File: src/adcs_regs.vh
// Register map, field positions and timing counts of the ADC sequencer
`ifndef ADCS_REGS_VH
`define ADCS_REGS_VH

// Byte offsets on the AHB-Lite bus (address bits 7:2 decoded)
`define ADCS_OFF_CTRL 8'h00
`define ADCS_OFF_RESULT 8'h04
`define ADCS_OFF_INJ 8'h08
`define ADCS_OFF_STATUS 8'h0C
`define ADCS_OFF_DIGIN 8'h14

// converter_control_reg fields
`define ADCS_CTRL_CHAN_LSB 0
`define ADCS_CTRL_MODE_LSB 4
`define ADCS_CTRL_START_BIT 6
`define ADCS_CTRL_BUSY_BIT 7
`define ADCS_CTRL_WFR_BIT 8
`define ADCS_CTRL_INJ_BIT 9
`define ADCS_CTRL_SSEL_LSB 10
`define ADCS_CTRL_CSEL_LSB 12
`define ADCS_CTRL_INJCH_LSB 16

// Result registers: value in [9:0], channel in [15:12], valid in [16]
`define ADCS_RES_CHAN_LSB 12
`define ADCS_RES_VALID_BIT 16

// Status register fields
`define ADCS_STAT_OVR_BIT 0
`define ADCS_STAT_EMPTY_BIT 1
`define ADCS_STAT_FULL_BIT 2
`define ADCS_STAT_BUSY_BIT 3
`define ADCS_STAT_RUN_BIT 4
`define ADCS_STAT_CNT_LSB 8

// Operating modes
`define ADCS_MODE_SINGLE 2'b00
`define ADCS_MODE_CONT 2'b01
`define ADCS_MODE_SCAN 2'b10
`define ADCS_MODE_SCANC 2'b11

// Reset values
`define ADCS_CTRL_RESET 32'h00000000
`define ADCS_HRDATA_RESET 32'h00000000

// Timing: clock cycles per base clock phase and phase counts
`define ADCS_PHASE_CYCLES 12'h001
`define ADCS_PH_24 12'h018
`define ADCS_PH_48 12'h030
`define ADCS_PH_96 12'h060
// Conversion clock periods per conversion
`define ADCS_CONV_TCC 12'h00A

`endif

File: src/adcs_top.v
// ADC conversion sequencer with AHB-Lite registers and result FIFO
// What this block does
// - Selects one of 16 inputs through the mux and yields a 10-bit result.
// - With overrun signalling, a full buffer at completion raises overrun.
// - Alternatively, the next conversion is held until results are read.
// - All analog input pins can be read by software as digital inputs.
// - Single-channel single mode converts the chosen channel exactly once.
// - Single-channel continuous mode converts the channel until stopped.
// - Auto-scan single converts each channel from the chosen one down to 0 once, storing each result.
// - Auto-scan continuous repeats the scan without end, storing each result.
// - Every conversion stored in the result buffer issues a request for software or transfer unit.
// - With wait-for-read set, conversion pauses while the result buffer is full, until a result is read.
// - An injected channel converts in between into the injection register.
// - After an injection the running continuous mode resumes unchanged.
// - Conversion clock codes 00/10/11 give 24/96/48 base phases.
// - Sample clock codes 00/01/10/11 give 1/2/4/8 conversion clocks.
//
// Decided for this implementation: the register addresses and the AHB-Lite interface to the registers.
`timescale 1ns/1ns
`include "adcs_regs.vh"

module adcs_fifo #(
  parameter WIDTH = 14,
  parameter DEPTH = 16,
  parameter AW = 4
) (
  // Clock and reset
  input wire i_clk,
  input wire i_resetn,
  // Fill side
  input wire i_wr_valid,
  output wire o_wr_ready,
  input wire [WIDTH-1:0] i_wr_data,
  // Drain side
  output wire o_rd_valid,
  input wire i_rd_ready,
  output wire [WIDTH-1:0] o_rd_data,
  output wire [AW:0] o_count
);
  localparam [AW:0] FULL_CNT = DEPTH[AW:0];
  reg [WIDTH-1:0] mem [0:DEPTH-1];
  reg [AW:0] wp;
  reg [AW:0] rp;
  wire push;
  wire pop;
  assign o_count = wp - rp;
  assign o_wr_ready = (o_count != FULL_CNT);
  assign o_rd_valid = (o_count != {(AW+1){1'b0}});
  assign o_rd_data = mem[rp[AW-1:0]];
  assign push = i_wr_valid & o_wr_ready;
  assign pop = o_rd_valid & i_rd_ready;
  always @(posedge i_clk) begin
    if (push) begin
      mem[wp[AW-1:0]] <= i_wr_data;
    end
  end

  always @(posedge i_clk or negedge i_resetn) begin
    if (!i_resetn) begin
      wp <= {(AW+1){1'b0}};
      rp <= {(AW+1){1'b0}};
    end else begin
      if (push) begin
        wp <= wp + {{AW{1'b0}}, 1'b1};
      end
      if (pop) begin
        rp <= rp + {{AW{1'b0}}, 1'b1};
      end
    end
  end
endmodule // adcs_fifo

module adcs_top (
  // Clock and reset
  input wire i_clk,
  input wire i_resetn,
  // AHB-Lite slave
  input wire i_hsel,
  input wire [31:0] i_haddr,
  input wire [1:0] i_htrans,
  input wire i_hwrite,
  input wire [2:0] i_hsize,
  input wire [31:0] i_hwdata,
  input wire i_hready,
  output reg o_hreadyout,
  output reg o_hresp,
  output reg [31:0] o_hrdata,
  // Converter core side
  output reg [3:0] o_mux_chan,
  output reg o_sample,
  output reg o_convert,
  input wire [9:0] i_core_result,
  // Analog pins read as digital levels
  input wire [15:0] i_ain_digital,
  // Status and service requests
  output reg o_busy,
  output reg o_result_req,
  output reg o_overrun_req
);
  localparam ST_IDLE = 2'b00;
  localparam ST_SAMPLE = 2'b01;
  localparam ST_CONVERT = 2'b10;
  localparam ST_STORE = 2'b11;
  // Conversion clock length in i_clk cycles
  function [11:0] adcs_tcc;
    input [1:0] sel;
    begin
      case (sel)
        2'b10: adcs_tcc = `ADCS_PH_96 * `ADCS_PHASE_CYCLES;
        2'b11: adcs_tcc = `ADCS_PH_48 * `ADCS_PHASE_CYCLES;
        default: adcs_tcc = `ADCS_PH_24 * `ADCS_PHASE_CYCLES;
      endcase
    end
  endfunction
  // Bus state
  reg pend;
  reg pend_write;
  reg [7:0] pend_addr;
  // Control fields
  reg [3:0] ctl_chan;
  reg [1:0] ctl_mode;
  reg wfr;
  reg [1:0] ssel;
  reg [1:0] csel;
  reg [3:0] inj_chan;
  reg run;
  reg inj_pend;
  // Sequencer
  reg [1:0] state;
  reg [11:0] cnt;
  reg [3:0] cur_chan;
  reg is_inj;
  reg [9:0] conv_val;
  reg [9:0] inj_res;
  reg [3:0] inj_res_ch;
  reg inj_valid;
  reg overrun;
  // Pin synchronisers
  reg [9:0] core_s1;
  reg [9:0] core_s2;
  reg [15:0] din_s1;
  reg [15:0] din_s2;
  wire [11:0] tcc_cyc;
  wire [11:0] tsc_cyc;
  wire [11:0] conv_cyc;
  wire fifo_wr_valid;
  wire fifo_wr_ready;
  wire fifo_rd_valid;
  wire fifo_rd_ready;
  wire [13:0] fifo_rd_data;
  wire [4:0] fifo_count;
  wire rd_cycle;
  wire wr_cycle;
  wire ovr_evt;
  wire inj_done;
  wire ovr_clr;
  wire inj_go;
  reg [31:0] rd_mux;
  assign tcc_cyc = adcs_tcc(csel);
  assign tsc_cyc = tcc_cyc << ssel;
  assign conv_cyc = tcc_cyc * `ADCS_CONV_TCC;
  assign rd_cycle = pend & ~pend_write;
  assign wr_cycle = pend & pend_write;
  assign fifo_wr_valid = (state == ST_STORE) & ~is_inj;
  assign ovr_evt = fifo_wr_valid & ~fifo_wr_ready;
  assign inj_done = (state == ST_STORE) & is_inj;
  assign inj_go = inj_pend & ctl_mode[0];
  assign fifo_rd_ready = rd_cycle & (pend_addr == `ADCS_OFF_RESULT);
  assign ovr_clr = wr_cycle & (pend_addr == `ADCS_OFF_STATUS) &
                   i_hwdata[`ADCS_STAT_OVR_BIT];
  adcs_fifo #(
    .WIDTH(14),
    .DEPTH(16),
    .AW(4)
  ) u_adcs_fifo (
    .i_clk(i_clk),
    .i_resetn(i_resetn),
    .i_wr_valid(fifo_wr_valid),
    .o_wr_ready(fifo_wr_ready),
    .i_wr_data({o_mux_chan, conv_val}),
    .o_rd_valid(fifo_rd_valid),
    .i_rd_ready(fifo_rd_ready),
    .o_rd_data(fifo_rd_data),
    .o_count(fifo_count)
  );
  // Two-stage synchronisers for pin inputs
  always @(posedge i_clk or negedge i_resetn) begin
    if (!i_resetn) begin
      core_s1 <= 10'h000;
      core_s2 <= 10'h000;
      din_s1 <= 16'h0000;
      din_s2 <= 16'h0000;
    end else begin
      core_s1 <= i_core_result;
      core_s2 <= core_s1;
      din_s1 <= i_ain_digital;
      din_s2 <= din_s1;
    end
  end
  // Read data selection
  always @* begin
    rd_mux = 32'h00000000;
    case (pend_addr)
      `ADCS_OFF_CTRL: begin
        rd_mux[`ADCS_CTRL_CHAN_LSB +: 4] = ctl_chan;
        rd_mux[`ADCS_CTRL_MODE_LSB +: 2] = ctl_mode;
        rd_mux[`ADCS_CTRL_START_BIT] = run;
        rd_mux[`ADCS_CTRL_BUSY_BIT] = o_busy;
        rd_mux[`ADCS_CTRL_WFR_BIT] = wfr;
        rd_mux[`ADCS_CTRL_INJ_BIT] = inj_pend;
        rd_mux[`ADCS_CTRL_SSEL_LSB +: 2] = ssel;
        rd_mux[`ADCS_CTRL_CSEL_LSB +: 2] = csel;
        rd_mux[`ADCS_CTRL_INJCH_LSB +: 4] = inj_chan;
      end
      `ADCS_OFF_RESULT: begin
        rd_mux[9:0] = fifo_rd_data[9:0];
        rd_mux[`ADCS_RES_CHAN_LSB +: 4] = fifo_rd_data[13:10];
        rd_mux[`ADCS_RES_VALID_BIT] = fifo_rd_valid;
      end
      `ADCS_OFF_INJ: begin
        rd_mux[9:0] = inj_res;
        rd_mux[`ADCS_RES_CHAN_LSB +: 4] = inj_res_ch;
        rd_mux[`ADCS_RES_VALID_BIT] = inj_valid;
      end
      `ADCS_OFF_STATUS: begin
        rd_mux[`ADCS_STAT_OVR_BIT] = overrun;
        rd_mux[`ADCS_STAT_EMPTY_BIT] = ~fifo_rd_valid;
        rd_mux[`ADCS_STAT_FULL_BIT] = ~fifo_wr_ready;
        rd_mux[`ADCS_STAT_BUSY_BIT] = o_busy;
        rd_mux[`ADCS_STAT_RUN_BIT] = run;
        rd_mux[`ADCS_STAT_CNT_LSB +: 5] = fifo_count;
      end
      `ADCS_OFF_DIGIN: rd_mux[15:0] = din_s2;
      default: rd_mux = 32'h00000000;
    endcase
  end
  // Bus slave: one wait state, data phase acts in the pending cycle
  always @(posedge i_clk or negedge i_resetn) begin
    if (!i_resetn) begin
      pend <= 1'b0;
      pend_write <= 1'b0;
      pend_addr <= 8'h00;
      o_hreadyout <= 1'b1;
      o_hresp <= 1'b0;
      o_hrdata <= `ADCS_HRDATA_RESET;
    end else begin
      o_hresp <= 1'b0;
      if (pend) begin
        pend <= 1'b0;
        o_hreadyout <= 1'b1;
        if (!pend_write) begin
          o_hrdata <= rd_mux;
        end
      end else if (i_hsel && i_htrans[1] && i_hready) begin
        pend <= 1'b1;
        pend_write <= i_hwrite;
        pend_addr <= {i_haddr[7:2], 2'b00};
        o_hreadyout <= 1'b0;
      end
    end
  end
  // Sticky flags: a set in the clearing cycle wins
  always @(posedge i_clk or negedge i_resetn) begin
    if (!i_resetn) begin
      overrun <= 1'b0;
      inj_valid <= 1'b0;
      o_overrun_req <= 1'b0;
    end else begin
      o_overrun_req <= ovr_evt & ~wfr;
      overrun <= ovr_evt | (overrun & ~ovr_clr);
      inj_valid <= inj_done |
                   (inj_valid & ~(rd_cycle & (pend_addr == `ADCS_OFF_INJ)));
    end
  end
  // Sequencer and control register
  always @(posedge i_clk or negedge i_resetn) begin
    if (!i_resetn) begin
      ctl_chan <= 4'h0;
      ctl_mode <= `ADCS_MODE_SINGLE;
      wfr <= 1'b0;
      ssel <= 2'b00;
      csel <= 2'b00;
      inj_chan <= 4'h0;
      run <= 1'b0;
      inj_pend <= 1'b0;
      state <= ST_IDLE;
      cnt <= 12'h000;
      cur_chan <= 4'h0;
      is_inj <= 1'b0;
      conv_val <= 10'h000;
      inj_res <= 10'h000;
      inj_res_ch <= 4'h0;
      o_mux_chan <= 4'h0;
      o_sample <= 1'b0;
      o_convert <= 1'b0;
      o_busy <= 1'b0;
      o_result_req <= 1'b0;
    end else begin
      o_result_req <= 1'b0;
      case (state)
        ST_IDLE: begin
          // with wait-for-read set, hold while the buffer is full unless an injection is pending
          if (run && (inj_go || fifo_wr_ready || !wfr)) begin
            is_inj <= inj_go;
            o_mux_chan <= inj_go ? inj_chan : cur_chan;
            state <= ST_SAMPLE;
            o_sample <= 1'b1;
            o_busy <= 1'b1;
            cnt <= tsc_cyc - 12'h001;
          end
        end
        ST_SAMPLE: begin
          if (cnt == 12'h000) begin
            state <= ST_CONVERT;
            o_sample <= 1'b0;
            o_convert <= 1'b1;
            cnt <= conv_cyc - 12'h001;
          end else begin
            cnt <= cnt - 12'h001;
          end
        end
        ST_CONVERT: begin
          if (cnt == 12'h000) begin
            state <= ST_STORE;
            o_convert <= 1'b0;
            o_busy <= 1'b0;
            conv_val <= core_s2;
          end else begin
            cnt <= cnt - 12'h001;
          end
        end
        ST_STORE: begin
          state <= ST_IDLE;
          if (is_inj) begin
            inj_res <= conv_val;
            inj_res_ch <= o_mux_chan;
            inj_pend <= 1'b0;
          end else begin
            o_result_req <= fifo_wr_ready;
            case (ctl_mode)
              `ADCS_MODE_SINGLE: run <= 1'b0;
              `ADCS_MODE_SCAN: begin
                if (cur_chan == 4'h0) begin
                  run <= 1'b0;
                end else begin
                  cur_chan <= cur_chan - 4'h1;
                end
              end
              `ADCS_MODE_SCANC: begin
                if (cur_chan == 4'h0) begin
                  cur_chan <= ctl_chan;
                end else begin
                  cur_chan <= cur_chan - 4'h1;
                end
              end
              default: run <= run;
            endcase
          end
        end
        default: state <= ST_IDLE;
      endcase
      if (wr_cycle && (pend_addr == `ADCS_OFF_CTRL)) begin
        ctl_chan <= i_hwdata[`ADCS_CTRL_CHAN_LSB +: 4];
        ctl_mode <= i_hwdata[`ADCS_CTRL_MODE_LSB +: 2];
        wfr <= i_hwdata[`ADCS_CTRL_WFR_BIT];
        ssel <= i_hwdata[`ADCS_CTRL_SSEL_LSB +: 2];
        csel <= i_hwdata[`ADCS_CTRL_CSEL_LSB +: 2];
        inj_chan <= i_hwdata[`ADCS_CTRL_INJCH_LSB +: 4];
        run <= i_hwdata[`ADCS_CTRL_START_BIT];
        if (i_hwdata[`ADCS_CTRL_START_BIT] && !run) begin
          cur_chan <= i_hwdata[`ADCS_CTRL_CHAN_LSB +: 4];
        end
        if (i_hwdata[`ADCS_CTRL_INJ_BIT] && run && ctl_mode[0]) begin
          inj_pend <= 1'b1;
        end
      end
    end
  end
endmodule // adcs_top

File: config.mk
export PLATFORM = sky130hd
export DESIGN_NAME = adcs_top
export DESIGN_NICKNAME = d
export VERILOG_FILES = /design/src/adcs_top.v
export VERILOG_INCLUDE_DIRS = /design/src
export SDC_FILE = /design/constraint.sdc
export NUM_CORES = 1
export LEC_CHECK = 0
export BUFFER_PORTS_ARGS = -buffer_cell sky130_fd_sc_hd__buf_2
export CORE_ASPECT_RATIO = 1.1
export CORE_MARGIN = 2
export CORE_UTILIZATION = 45
export DETAILED_ROUTE_END_ITERATION = 7
export PLACE_DENSITY = 0.65
export SLEW_MARGIN = 20
export SYNTH_ARGS = -nofsm -noshare
export SYNTH_HDL_FRONTEND = slang
export SYNTH_SLANG_ARGS = --single-unit
File: constraint.sdc
create_clock -name i_clk -period 8.6 [get_ports i_clk]
set_input_delay 1.72 -clock i_clk [delete_from_list [all_inputs] [get_ports i_clk]]
set_output_delay 1.72 -clock i_clk [all_outputs]
set_load 0.02 [all_outputs]
==> flow_metrics.tcl, run 1 <==
set metrics [dict create \
    status "finished clean" \
    clk_latency_ns 0.54 \
    post_cts_buffers 0 \
    io-pin-count 143 \
    fin_area_um2 17900 \
    crit_path_max_fanout 45 \
    hold_buffers 0 \
    gr-usage-met3_pct 3.15 \
    routed_wl_um 34000 \
    syn-cell-area_um2 15800 \
    final_cell_mix "edfxtp_1 (224), dfrtp_1 (160), nand2_1 (128)" \
    ys_warn_count 0 \
    wl_per_cell_um 21.1 \
    dpl.hpwl_um 21900 \
    fin_crit_sh_pct 49.6 \
    grt_antenna_before_repair 0 \
    grt_pass1_wl_um 53500 \
    p_sw_share_pct 30.1 \
    setup_viol_count_final 0 \
    crit_arrival_ns 4.42 \
    critPathRequiredTime_ns 8.76 \
    layout_commonest_cell "edfxtp_1" \
    ir_drop_mv 0.134 \
    finalNetCount 1258 \
    fillers 2794 \
    die_h_um 200 \
    viasPerCell 5.62 \
    die_w_um 182 \
    fin_skew_ns 0.0192 \
    drt_iter0_markers 792 \
    cts.clk_slew.worst_paths_ns 0.06 \
    asyncSetResetFlopFracSynth_pct 42.0 \
    synthCells 1047 \
    leakage_nw 6.89 \
    start_util_pct 45.8 \
    overflow 0 \
    ys_types 67 \
    p_switching_mw 1.62 \
    worst_slew_pin_slew_ns 1.04 \
    ys.flop_type "edfxtp_1" \
    clock_sinks 386 \
    max-slew-margin-rel_pct 30.4 \
    p_clk_share_pct 32.0 \
    grt.total_usage_pct 19.0 \
    num_rows 71 \
    place_congestion 0.865 \
    clock_path_buffers 3 \
    placed_area_um2 16600 \
    crit_path_start_kind "flop" \
    grt_util_met1_pct 27.0 \
    design.core.area_um2 34400 \
    max_cap_viol_count 0 \
    fin_hold_ws_ns 0.346 \
    power_mw 5.37 \
    comb_power_share_pct 20.8 \
    hold_class "flop to flop" \
    portBuffers 84 \
    fin_tns_setup_ns 0 \
    vias 9044 \
    post-route-drc-count 0 \
    cts.repair.resized 0 \
    min_period_ns 4.26 \
    firstDrtPassIters 6 \
    synth_edf_count 224 \
    cts_root_buf "clkbuf_16" \
    cts_max_level 2 \
    slew_viol_final 0 \
    top_usage_layer "met2" \
    cts_tree "done" \
    p_int_mw 3.76 \
    powerDensity_nw_per_um2 300 \
    ant_nets 0 \
    pwr-share-seq_pct 47.2 \
    hold_viol 0 \
    met2_usage_pct 30.4 \
    yosys_register_bits 386 \
    drive_above_1_share_pct 23.8 \
    grt_max_degree 90 \
    clock.fmax_mhz 235 \
    syn_area_per_cell_um2 15.0 \
    area_delta_synth_final_pct 13.8 \
    die_area_um2 36500 \
    cp-end-kind "flop" \
    diodes 0 \
    rsz0062_at_grt "no" \
    cts-buffers-inserted 41 \
    grt_pass1_vias 9156 \
    synth_seq_area_share_pct 68.4 \
    worstSetupPathType "flop to flop" \
]
[area by class of cell]
cell class	count	area, um2	share of cell area, %
flip-flops and latches	386	10800	60.2
multi-input cells	580	4620	25.8
clock buffers	55	1120	6.24
well taps	438	548	3.06
repair buffers	99	539	3.01
clock inverters	20	204	1.14
inverters	30	113	0.628
[logic make-up after synthesis]
kind of cell               Yosys count  synth area share (%)
AOI/OAI and AO/OA                  159                  6.76
xor gates and xnor gates            13                 0.723
adders and majority gates           20                  1.64
buffers and inverters               93                  2.79
DFF                                386                  68.4
muxes                              100                  11.2
other                                1                0.0238
and+or+nand+nor                    275                  8.41
[power by group through the flow]
stage	clock network, mW	logic (mW)	registers [mW]
6_report	1.72	1.12	2.54
2_1_floorplan	0	0.826	2.49
3_5_place_dp	0	1.12	2.57
4_1_cts	1.75	1.13	2.54
3_3_place_gp	0	1.10	2.55
5_1_grt	1.83	1.25	2.57
[synthesized netlist by cell type (3+ instances only)]
| library cell | n | area [um2] |
|---|---|---|
| a21oi_2 | 4 | 35.0 |
| buf_4 | 17 | 128 |
| a21o_1 | 3 | 22.5 |
| mux4_2 | 56 | 1260 |
| nor3_1 | 11 | 55.1 |
| nand2_1 | 128 | 480 |
| a311oi_1 | 8 | 70.1 |
| mux2i_1 | 6 | 60.1 |
| nor3b_1 | 6 | 45.0 |
| nor2b_1 | 5 | 31.3 |
| buf_1 | 5 | 18.8 |
| mux2_2 | 33 | 372 |
| inv_1 | 29 | 109 |
| nand3_1 | 27 | 135 |
| o32a_1 | 3 | 30.0 |
| o21ai_0 | 51 | 255 |
| and4_1 | 5 | 43.8 |
| edfxtp_1 | 224 | 6730 |
| nand3b_1 | 5 | 37.5 |
| a21oi_1 | 30 | 150 |
| buf_2 | 15 | 75.1 |
| nor2_2 | 3 | 18.8 |
| o22ai_1 | 3 | 18.8 |
| a211o_1 | 8 | 70.1 |
| clkbuf_1 | 25 | 93.8 |
| a221oi_1 | 7 | 61.3 |
| ha_1 | 19 | 238 |
| nand2b_1 | 4 | 25.0 |
| a211oi_1 | 3 | 22.5 |
| and3_1 | 20 | 125 |
| a222oi_1 | 12 | 120 |
| nand4_1 | 7 | 43.8 |
| xnor2_1 | 7 | 61.3 |
| mux2_4 | 5 | 75.1 |
| nor2_1 | 37 | 139 |
| dfrtp_1 | 161 | 4030 |
| xor2_1 | 6 | 52.6 |
| a31oi_1 | 10 | 62.6 |
| or3_1 | 4 | 25.0 |
[worst max-delay path, stage by stage (launching register included)]
cell	delay, ns
dfrtp_1	0.34
buf_4	0.51
inv_1	0.09
buf_4	0.23
fa_1	0.48
xor2_1	0.26
and4b_1	0.25
o211ai_2	0.33
nor2b_1	0.19
buf_4	0.23
nand2_1	0.20
nor3b_4	0.74
[worst paths after layout]
kind	start	to	slack, ns	cells past startpoint
worst max-delay path	u_adcs_fifo.rp[1]	u_adcs_fifo.mem[7][7]	4.34	11
worst min-delay path	core_s1[9]	core_s2[9]	0.35	0
worst max register to register	u_adcs_fifo.rp[1]	u_adcs_fifo.mem[7][7]	4.34	11
worst min register to register	core_s1[9]	core_s2[9]	0.35	0
max in group asynchronous	i_resetn	u_adcs_fifo.wp[1]	5.91	2
min in group asynchronous	i_resetn	o_hrdata[15]	1.25	1
[per-stage QoR]
stage	setup slack (ns)	utilization, %	std cells
global placement	4.09	48.3	1533
floorplan	4.30	-	1059
finish	4.34	52.1	1608
CTS	4.32	52.1	1608
global route	4.10	52.1	1608
detailed placement	4.36	48.3	1533
[metal layers]
| layer | share of wire, % | wire length [um] | up-vias |
|---|---|---|---|
| met1 | 45 | 15200 | 4598 |
| met2 | 48 | 16200 | 283 |
| met3 | 5.5 | 1860 | 49 |
| met4 | 2.1 | 704 | 0 |
| li1 | - | - | 4114 |
| met5 | 0 | 0 | - |
[state kept, by name, indices dropped and copies added (netlist names), 2 cells and up]
signal           count
cnt                 12
conv_val            10
core_s1             10
core_s2             10
csel                 2
ctl_chan             4
ctl_mode             2
cur_chan             4
din_s1              16
din_s2              16
inj_chan             4
inj_res             10
inj_res_ch           4
o_hrdata            20
o_mux_chan           4
pend_addr            6
ssel                 2
state                2
u_adcs_fifo.mem    224
u_adcs_fifo.rp       5
u_adcs_fifo.wp       5
Note: power is estimated with default switching activity, not from simulation.
==> run 2: changes to the inputs <==
--- a/config.mk
+++ b/config.mk
@@ -11,7 +11,7 @@
 export CORE_MARGIN = 2
 export CORE_UTILIZATION = 45
 export DETAILED_ROUTE_END_ITERATION = 7
-export PLACE_DENSITY = 0.65
+export PLACE_DENSITY = 0.68
 export SLEW_MARGIN = 20
 export SYNTH_ARGS = -nofsm -noshare
 export SYNTH_HDL_FRONTEND = slang
==> constraint.sdc (replaced) <==
create_clock -name i_clk -period 3.8 [get_ports i_clk]
set_input_delay 0.76 -clock i_clk [delete_from_list [all_inputs] [get_ports i_clk]]
set_output_delay 0.76 -clock i_clk [all_outputs]
set_load 0.02 [all_outputs]
==> run 2 against run 1 <==
Effect of this change: sequential power is 120% higher; utilization rose by 0.72 points; die area is the same; power is 130% higher; wire length fell by 1.2%; global-route usage fell by 0.27 points; clock skew is 0.0029 ns higher; setup slack got worse by 4.0 ns; highest routed layer unchanged; non-clock buffer count up 25; critical endpoint is now u_adcs_fifo.mem[5][11]; sequential share of layout area down 0.82 points; flip-flop and latch count unchanged.
==> flow_metrics.tcl, run 2 (same netlist as run 1, synthesis figures left out) <==
set metrics [dict create \
    status "finished clean" \
    min_period_ns 3.42 \
    final_cell_mix "edfxtp_1 (224), dfrtp_1 (160), nand2_1 (128)" \
    design.core.area_um2 34400 \
    fin_area_um2 18200 \
    grt_antenna_before_repair 0 \
    drt_iter0_markers 789 \
    regToRegSetupSlack_ns 0.38 \
    cp_top_family "simple AND/OR/NAND/NOR gates" \
    p_sw_share_pct 29.9 \
    die_area_um2 36500 \
    worstSetupPathType "flop to flop" \
    clock_path_buffers 3 \
    layout_commonest_cell "edfxtp_1" \
    cts.repair.resized 0 \
    leakage_nw 7.05 \
    clock.fmax_mhz 292 \
    grt_pass1_vias 9314 \
    hold_class "primary input to async pin" \
    cp.buffers_inverters 3 \
    p_switching_mw 3.68 \
    grt_pass1_wl_um 53300 \
    clk_latency_ns 0.55 \
    io-pin-count 143 \
    cts_root_buf "clkbuf_16" \
    post-route-drc-count 0 \
    hold_buffers 0 \
    dp_slack_ns 0.161 \
    firstDrtPassIters 5 \
    r2r_cells 11 \
    rsz0062_at_grt "no" \
    reg2reg_from "u_adcs_fifo.wp[0]" \
    cp_cell_sequence "inv_1 -> ha_1 -> inv_1 -> fa_1 -> xor2_1 -> and4b_1 -> o211ai_2 -> nor2b_2 -> nand2_1 -> nor3b_2 -> buf_4" \
    grt_max_degree 75 \
    wl_per_cell_um 20.5 \
    crit_path_start_kind "flop" \
    max_cap_viol_count 0 \
    cts.clk_slew.worst_paths_ns 0.06 \
    fin_crit_sh_pct 90.1 \
    finalNetCount 1283 \
    critPathRequiredTime_ns 4.02 \
    hold_viol 0 \
    path_depth 11 \
    routed_wl_um 33500 \
    dpl.hpwl_um 22200 \
    ir_drop_mv 0.381 \
    cts_tree "done" \
    largest_reg_flops 224 \
    slowest_stage "nor2b_2" \
    max-slew-margin-rel_pct 49.1 \
    crit_path_frequent_cell "inv_1" \
    grt.total_usage_pct 18.7 \
    cts_max_level 2 \
    start_util_pct 45.8 \
    finalWorstSetupSlack_ns 0.375 \
    placed_area_um2 16800 \
    power_mw 12.3 \
    regToRegEndpoint "u_adcs_fifo.mem[5][11]" \
    area_delta_synth_final_pct 15.4 \
    crit_arrival_ns 3.64 \
    place_congestion 0.869 \
    p_int_mw 8.64 \
    fin_skew_ns 0.0221 \
    portBuffers 84 \
    pwr-share-seq_pct 46.2 \
    viasPerCell 5.62 \
    ant_nets 0 \
    post_cts_buffers 0 \
    p_clk_share_pct 32.5 \
    cp_slowest_stage_delay_ns 0.43 \
    cp-startpoint "u_adcs_fifo.wp[0]" \
    num_rows 71 \
    crit_path_max_fanout 14 \
    crit_end "u_adcs_fifo.mem[5][11]" \
    overflow 0 \
    powerDensity_nw_per_um2 678 \
    drive_above_1_share_pct 25.3 \
    slew_viol_final 0 \
    cts-buffers-inserted 41 \
    comb_power_share_pct 21.3 \
    vias 9188 \
    clock_sinks 386 \
    worst_slew_pin_slew_ns 0.763 \
    die_h_um 200 \
    cp-end-kind "flop" \
    diodes 0 \
    die_w_um 182 \
    setup_viol_count_final 0 \
]
-- run 2: cell count changes in the layout (fill, tap and decap cells not counted), moves of 2 or more --
| cell | delta |
|---|---|
| clkbuf_8 | +2 |
| buf_4 | +25 |
| clkinvlp_4 | -2 |
| clkinv_1 | -2 |
| clkbuf_1 | +4 |
| clkinv_2 | -4 |
| inv_4 | +2 |
-- run 2: final cells by class --
cell class	instances	area, um2
clock buffers	62	1190
clock inverters	14	199
fillers	2811	16200
inverters	30	113
multi-input cells	580	4610
flip-flops and latches	386	10800
well taps	438	548
repair buffers	124	727
-- run 2: metrics by stage --
step	instances	TNS [ns]	util, %	hold slack (ns)
floorplan	1059	-25.99	-	0.331
global placement	1558	0	48.8	0.332
detailed placement	1558	0	48.8	0.335
CTS	1634	0	52.9	0.242
global route	1634	0	52.9	0.257
finish	1634	0	52.9	0.210
-- run 2: how the worst min path moves through the flow --
stage | slack (ns) | end | from | depth (start not counted)
floorplan | 0.33 | core_s2[0] | core_s1[0] | 0
finish | 0.21 | pend | i_resetn | 1
global route | 0.26 | pend | i_resetn | 1
global placement | 0.33 | core_s2[3] | core_s1[3] | 0
detailed placement | 0.33 | din_s2[11] | din_s1[11] | 0
CTS | 0.24 | pend | i_resetn | 1
-- run 2: metal layers --
layer | part of all wire (%) | up-vias | GRT usage [%] | wire (um)
met5 | 0 | - | 0 | 0
met4 | 2.2 | 0 | 5.50 | 736
met3 | 5.2 | 58 | 3.15 | 1750
met2 | 47 | 281 | 29.6 | 15900
met1 | 45 | 4681 | 26.8 | 15200
li1 | - | 4168 | - | -
-- run 2: power groups by stage --
stage / combinational (mW) / sequential, mW / clock (mW)
floorplan: 1.87 / 5.63 / 0
global placement: 2.59 / 5.73 / 0
detailed placement: 2.64 / 5.76 / 0
CTS: 2.65 / 5.69 / 4.10
global route: 2.92 / 5.77 / 4.27
finish: 2.63 / 5.69 / 4.01
-- run 2: worst reg2reg max path, cell delays in order (launching register included) --
cell and delay [ns]:
dfrtp_1 0.41, inv_1 0.19, ha_1 0.21, inv_1 0.05
fa_1 0.40, xor2_1 0.32, and4b_1 0.26, o211ai_2 0.15
nor2b_2 0.43, nand2_1 0.21, nor3b_2 0.19, buf_4 0.27
==> run 3: changes to the inputs <==
--- a/config.mk
+++ b/config.mk
@@ -6,12 +6,13 @@
 export SDC_FILE = /design/constraint.sdc
 export NUM_CORES = 1
 export LEC_CHECK = 0
+export ABC_AREA = 1
 export BUFFER_PORTS_ARGS = -buffer_cell sky130_fd_sc_hd__buf_2
 export CORE_ASPECT_RATIO = 1.1
 export CORE_MARGIN = 2
 export CORE_UTILIZATION = 45
 export DETAILED_ROUTE_END_ITERATION = 7
-export PLACE_DENSITY = 0.68
+export PLACE_DENSITY = 0.67
 export SLEW_MARGIN = 20
 export SYNTH_ARGS = -nofsm -noshare
 export SYNTH_HDL_FRONTEND = slang
==> run 3 against run 2 <==
Effect of this change: fmax down 1.0%; sequential power down 19%; flip-flop and latch count unchanged; sequential share of layout area down 1.3 points; final area up 2.2%; global-route usage up 2.1 points; first-iteration DRC count up 35%; clock skew down 0.0033 ns; power down 24%; setup slack worse by 0.036 ns; critical path depth up 1; combinational power down 79%; critical endpoint is now u_adcs_fifo.mem[5][1].
==> flow_metrics.tcl, run 3 <==
set metrics [dict create \
    status "finished clean" \
    die_area_um2 37500 \
    ys.flop_type "edfxtp_1" \
    syn_area_per_cell_um2 10.5 \
    cts.repair.resized 0 \
    cts_max_level 2 \
    fin_area_um2 18600 \
    slew_viol_final 0 \
    io-pin-count 143 \
    place_congestion 0.897 \
    synth_most_common_cell "nand2_1" \
    clock_path_buffers 3 \
    clock_sinks 386 \
    dpl.hpwl_um 24800 \
    rsz0062_at_grt "no" \
    cts-buffers-inserted 40 \
    cp-end-kind "flop" \
    ys_warn_count 0 \
    synth_seq_area_share_pct 66.6 \
    setup_viol_count_final 0 \
    largest_reg_flops 224 \
    yosys_register_bits 386 \
    crit_arrival_ns 3.70 \
    slowest_stage "nor2_1" \
    finalNetCount 1757 \
    ir_drop_mv 0.393 \
    die_h_um 203 \
    finalNonFillerCells 2150 \
    num_rows 72 \
    final_cell_mix "nand2_1 (316), nor2_1 (232), edfxtp_1 (224)" \
    layout_commonest_cell "nand2_1" \
    power_mw 9.41 \
    synth_edf_count 224 \
    hold_buffers 0 \
    grt_pass1_vias 11000 \
    cts_tree "done" \
    path_depth 12 \
    drive_above_1_share_pct 12.2 \
    firstDrtPassIters 6 \
    wl_per_cell_um 17.8 \
    fin_tns_setup_ns 0 \
    synth_top_cells_by_count "nand2_1 (316), nor2_1 (233), edfxtp_1 (224)" \
    synthCells 1541 \
    die_w_um 185 \
    grt_pass1_wl_um 60300 \
    fin_crit_sh_pct 91.1 \
    synth.top_cell.area_share_pct 41.6 \
    post_cts_buffers 0 \
    overflow 0 \
    cts.clk_slew.worst_paths_ns 0.06 \
    hold_viol 0 \
    worst_slew_pin_slew_ns 1.07 \
    clock.fmax_mhz 289 \
    start_util_pct 45.8 \
    grt_antenna_before_repair 1 \
    routed_wl_um 38300 \
    critPathRequiredTime_ns 4.04 \
    fin_skew_ns 0.0188 \
    grt.total_usage_pct 20.8 \
    dp.cells 2076 \
    post-route-drc-count 0 \
    cp_slowest_stage_delay_ns 0.81 \
    ant_nets 0 \
    fillers 3149 \
    drt_iter0_markers 1062 \
    worstSetupPathType "flop to flop" \
    cts_root_buf "clkbuf_16" \
    synth_top_cell_by_area "edfxtp_1" \
    max-slew-margin-rel_pct 28.7 \
    design.core.area_um2 35300 \
    crit_path_start_kind "flop" \
    ys_top_cells_by_area "edfxtp_1 (42%), dfrtp_1 (25%), nand2_1 (7.3%), o21ai_0 (6.6%), nor2_1 (5.4%)" \
    syn-cell-area_um2 16200 \
    vias 11200 \
    placed_area_um2 17100 \
    cp_cell_sequence "inv_1 -> ha_1 -> inv_1 -> fa_1 -> xor2_1 -> nor2_1 -> nand2_1 -> o21ai_2 -> inv_2 -> nand2_1 -> nor2_1 -> buf_4" \
    asyncSetResetFlopFracSynth_pct 42.0 \
    r2r_cells 12 \
    grt_max_degree 103 \
    viasPerCell 5.19 \
    area_delta_synth_final_pct 14.8 \
    cp.buffers_inverters 4 \
    crit_path_max_fanout 8 \
    max_cap_viol_count 0 \
    leakage_nw 6.98 \
    powerDensity_nw_per_um2 507 \
    hold_class "primary input to async pin" \
    clk_latency_ns 0.54 \
    min_period_ns 3.46 \
    diodes 0 \
    ys_types 40 \
    cp_top_family "simple AND/OR/NAND/NOR gates" \
    portBuffers 84 \
]
## run 3: layer usage
layer | track usage (%) | vias to the layer above | routed length (um)
met2 | 33.3 | 360 | 17800
met1 | 29.2 | 5348 | 17100
met3 | 2.91 | 81 | 2150
met5 | 0 | - | 13
li1 | - | 5370 | -
met4 | 7.57 | 2 | 1210
## run 3: area by class of cell
type	count	area (um2)	share of cell area [%]
flip-flops and latches	386	10800	58.1
multi-input cells	991	4670	25.2
clock inverters	13	220	1.19
clock buffers	61	1230	6.63
inverters	100	378	2.03
repair buffers	118	682	3.67
well taps	481	602	3.24
## run 3: path summary, 6_finish.rpt
| check | start | end | slack [ns] |
|---|---|---|---|
| worst min register to register | din_s1[4] | din_s2[4] | 0.34 |
| min in group i_clk | i_core_result[8] | core_s1[8] | 0.33 |
| max in group asynchronous | i_resetn | din_s1[14] | 2.74 |
| worst max-delay path | u_adcs_fifo.wp[0] | u_adcs_fifo.mem[5][1] | 0.34 |
| worst min-delay path | i_resetn | o_hrdata[19] | 0.24 |
| worst max register to register | u_adcs_fifo.wp[0] | u_adcs_fifo.mem[5][1] | 0.34 |
## run 3: worst reg2reg max path, stage by stage (launching register included)
cell and delay, ns:
dfrtp_1 0.40, inv_1 0.17, ha_1 0.19, inv_1 0.06, fa_1 0.40, xor2_1 0.25, nor2_1 0.11, nand2_1 0.11
o21ai_2 0.09, inv_2 0.14, nand2_1 0.12, nor2_1 0.81, buf_4 0.33
## run 3: logic make-up after synthesis
group                    Yosys count  synth area share, %
XOR/XNOR                          21                 1.14
adder cells (fa/ha/maj)           20                 1.59
AND/OR/NAND/NOR                  644                 16.1
AO/OA/AOI/OAI                    293                 9.77
flip-flops                       386                 66.6
buffers and inverters            176                 4.79
other                              1               0.0232
## run 3: power by group
part | internal [mW] | switching [mW]
registers | 4.53 | 0.0989
logic | 0.174 | 0.383
clock network | 2.64 | 1.58
## run 3: metrics by stage
step	setup slack [ns]	util, %	hold slack (ns)
4_1_cts	0.411	52.6	0.261
3_3_place_gp	0.479	48.5	0.334
3_5_place_dp	0.418	48.5	0.335
2_1_floorplan	0.803	-	0.331
5_1_grt	0.112	52.6	0.285
6_report	0.339	52.6	0.238
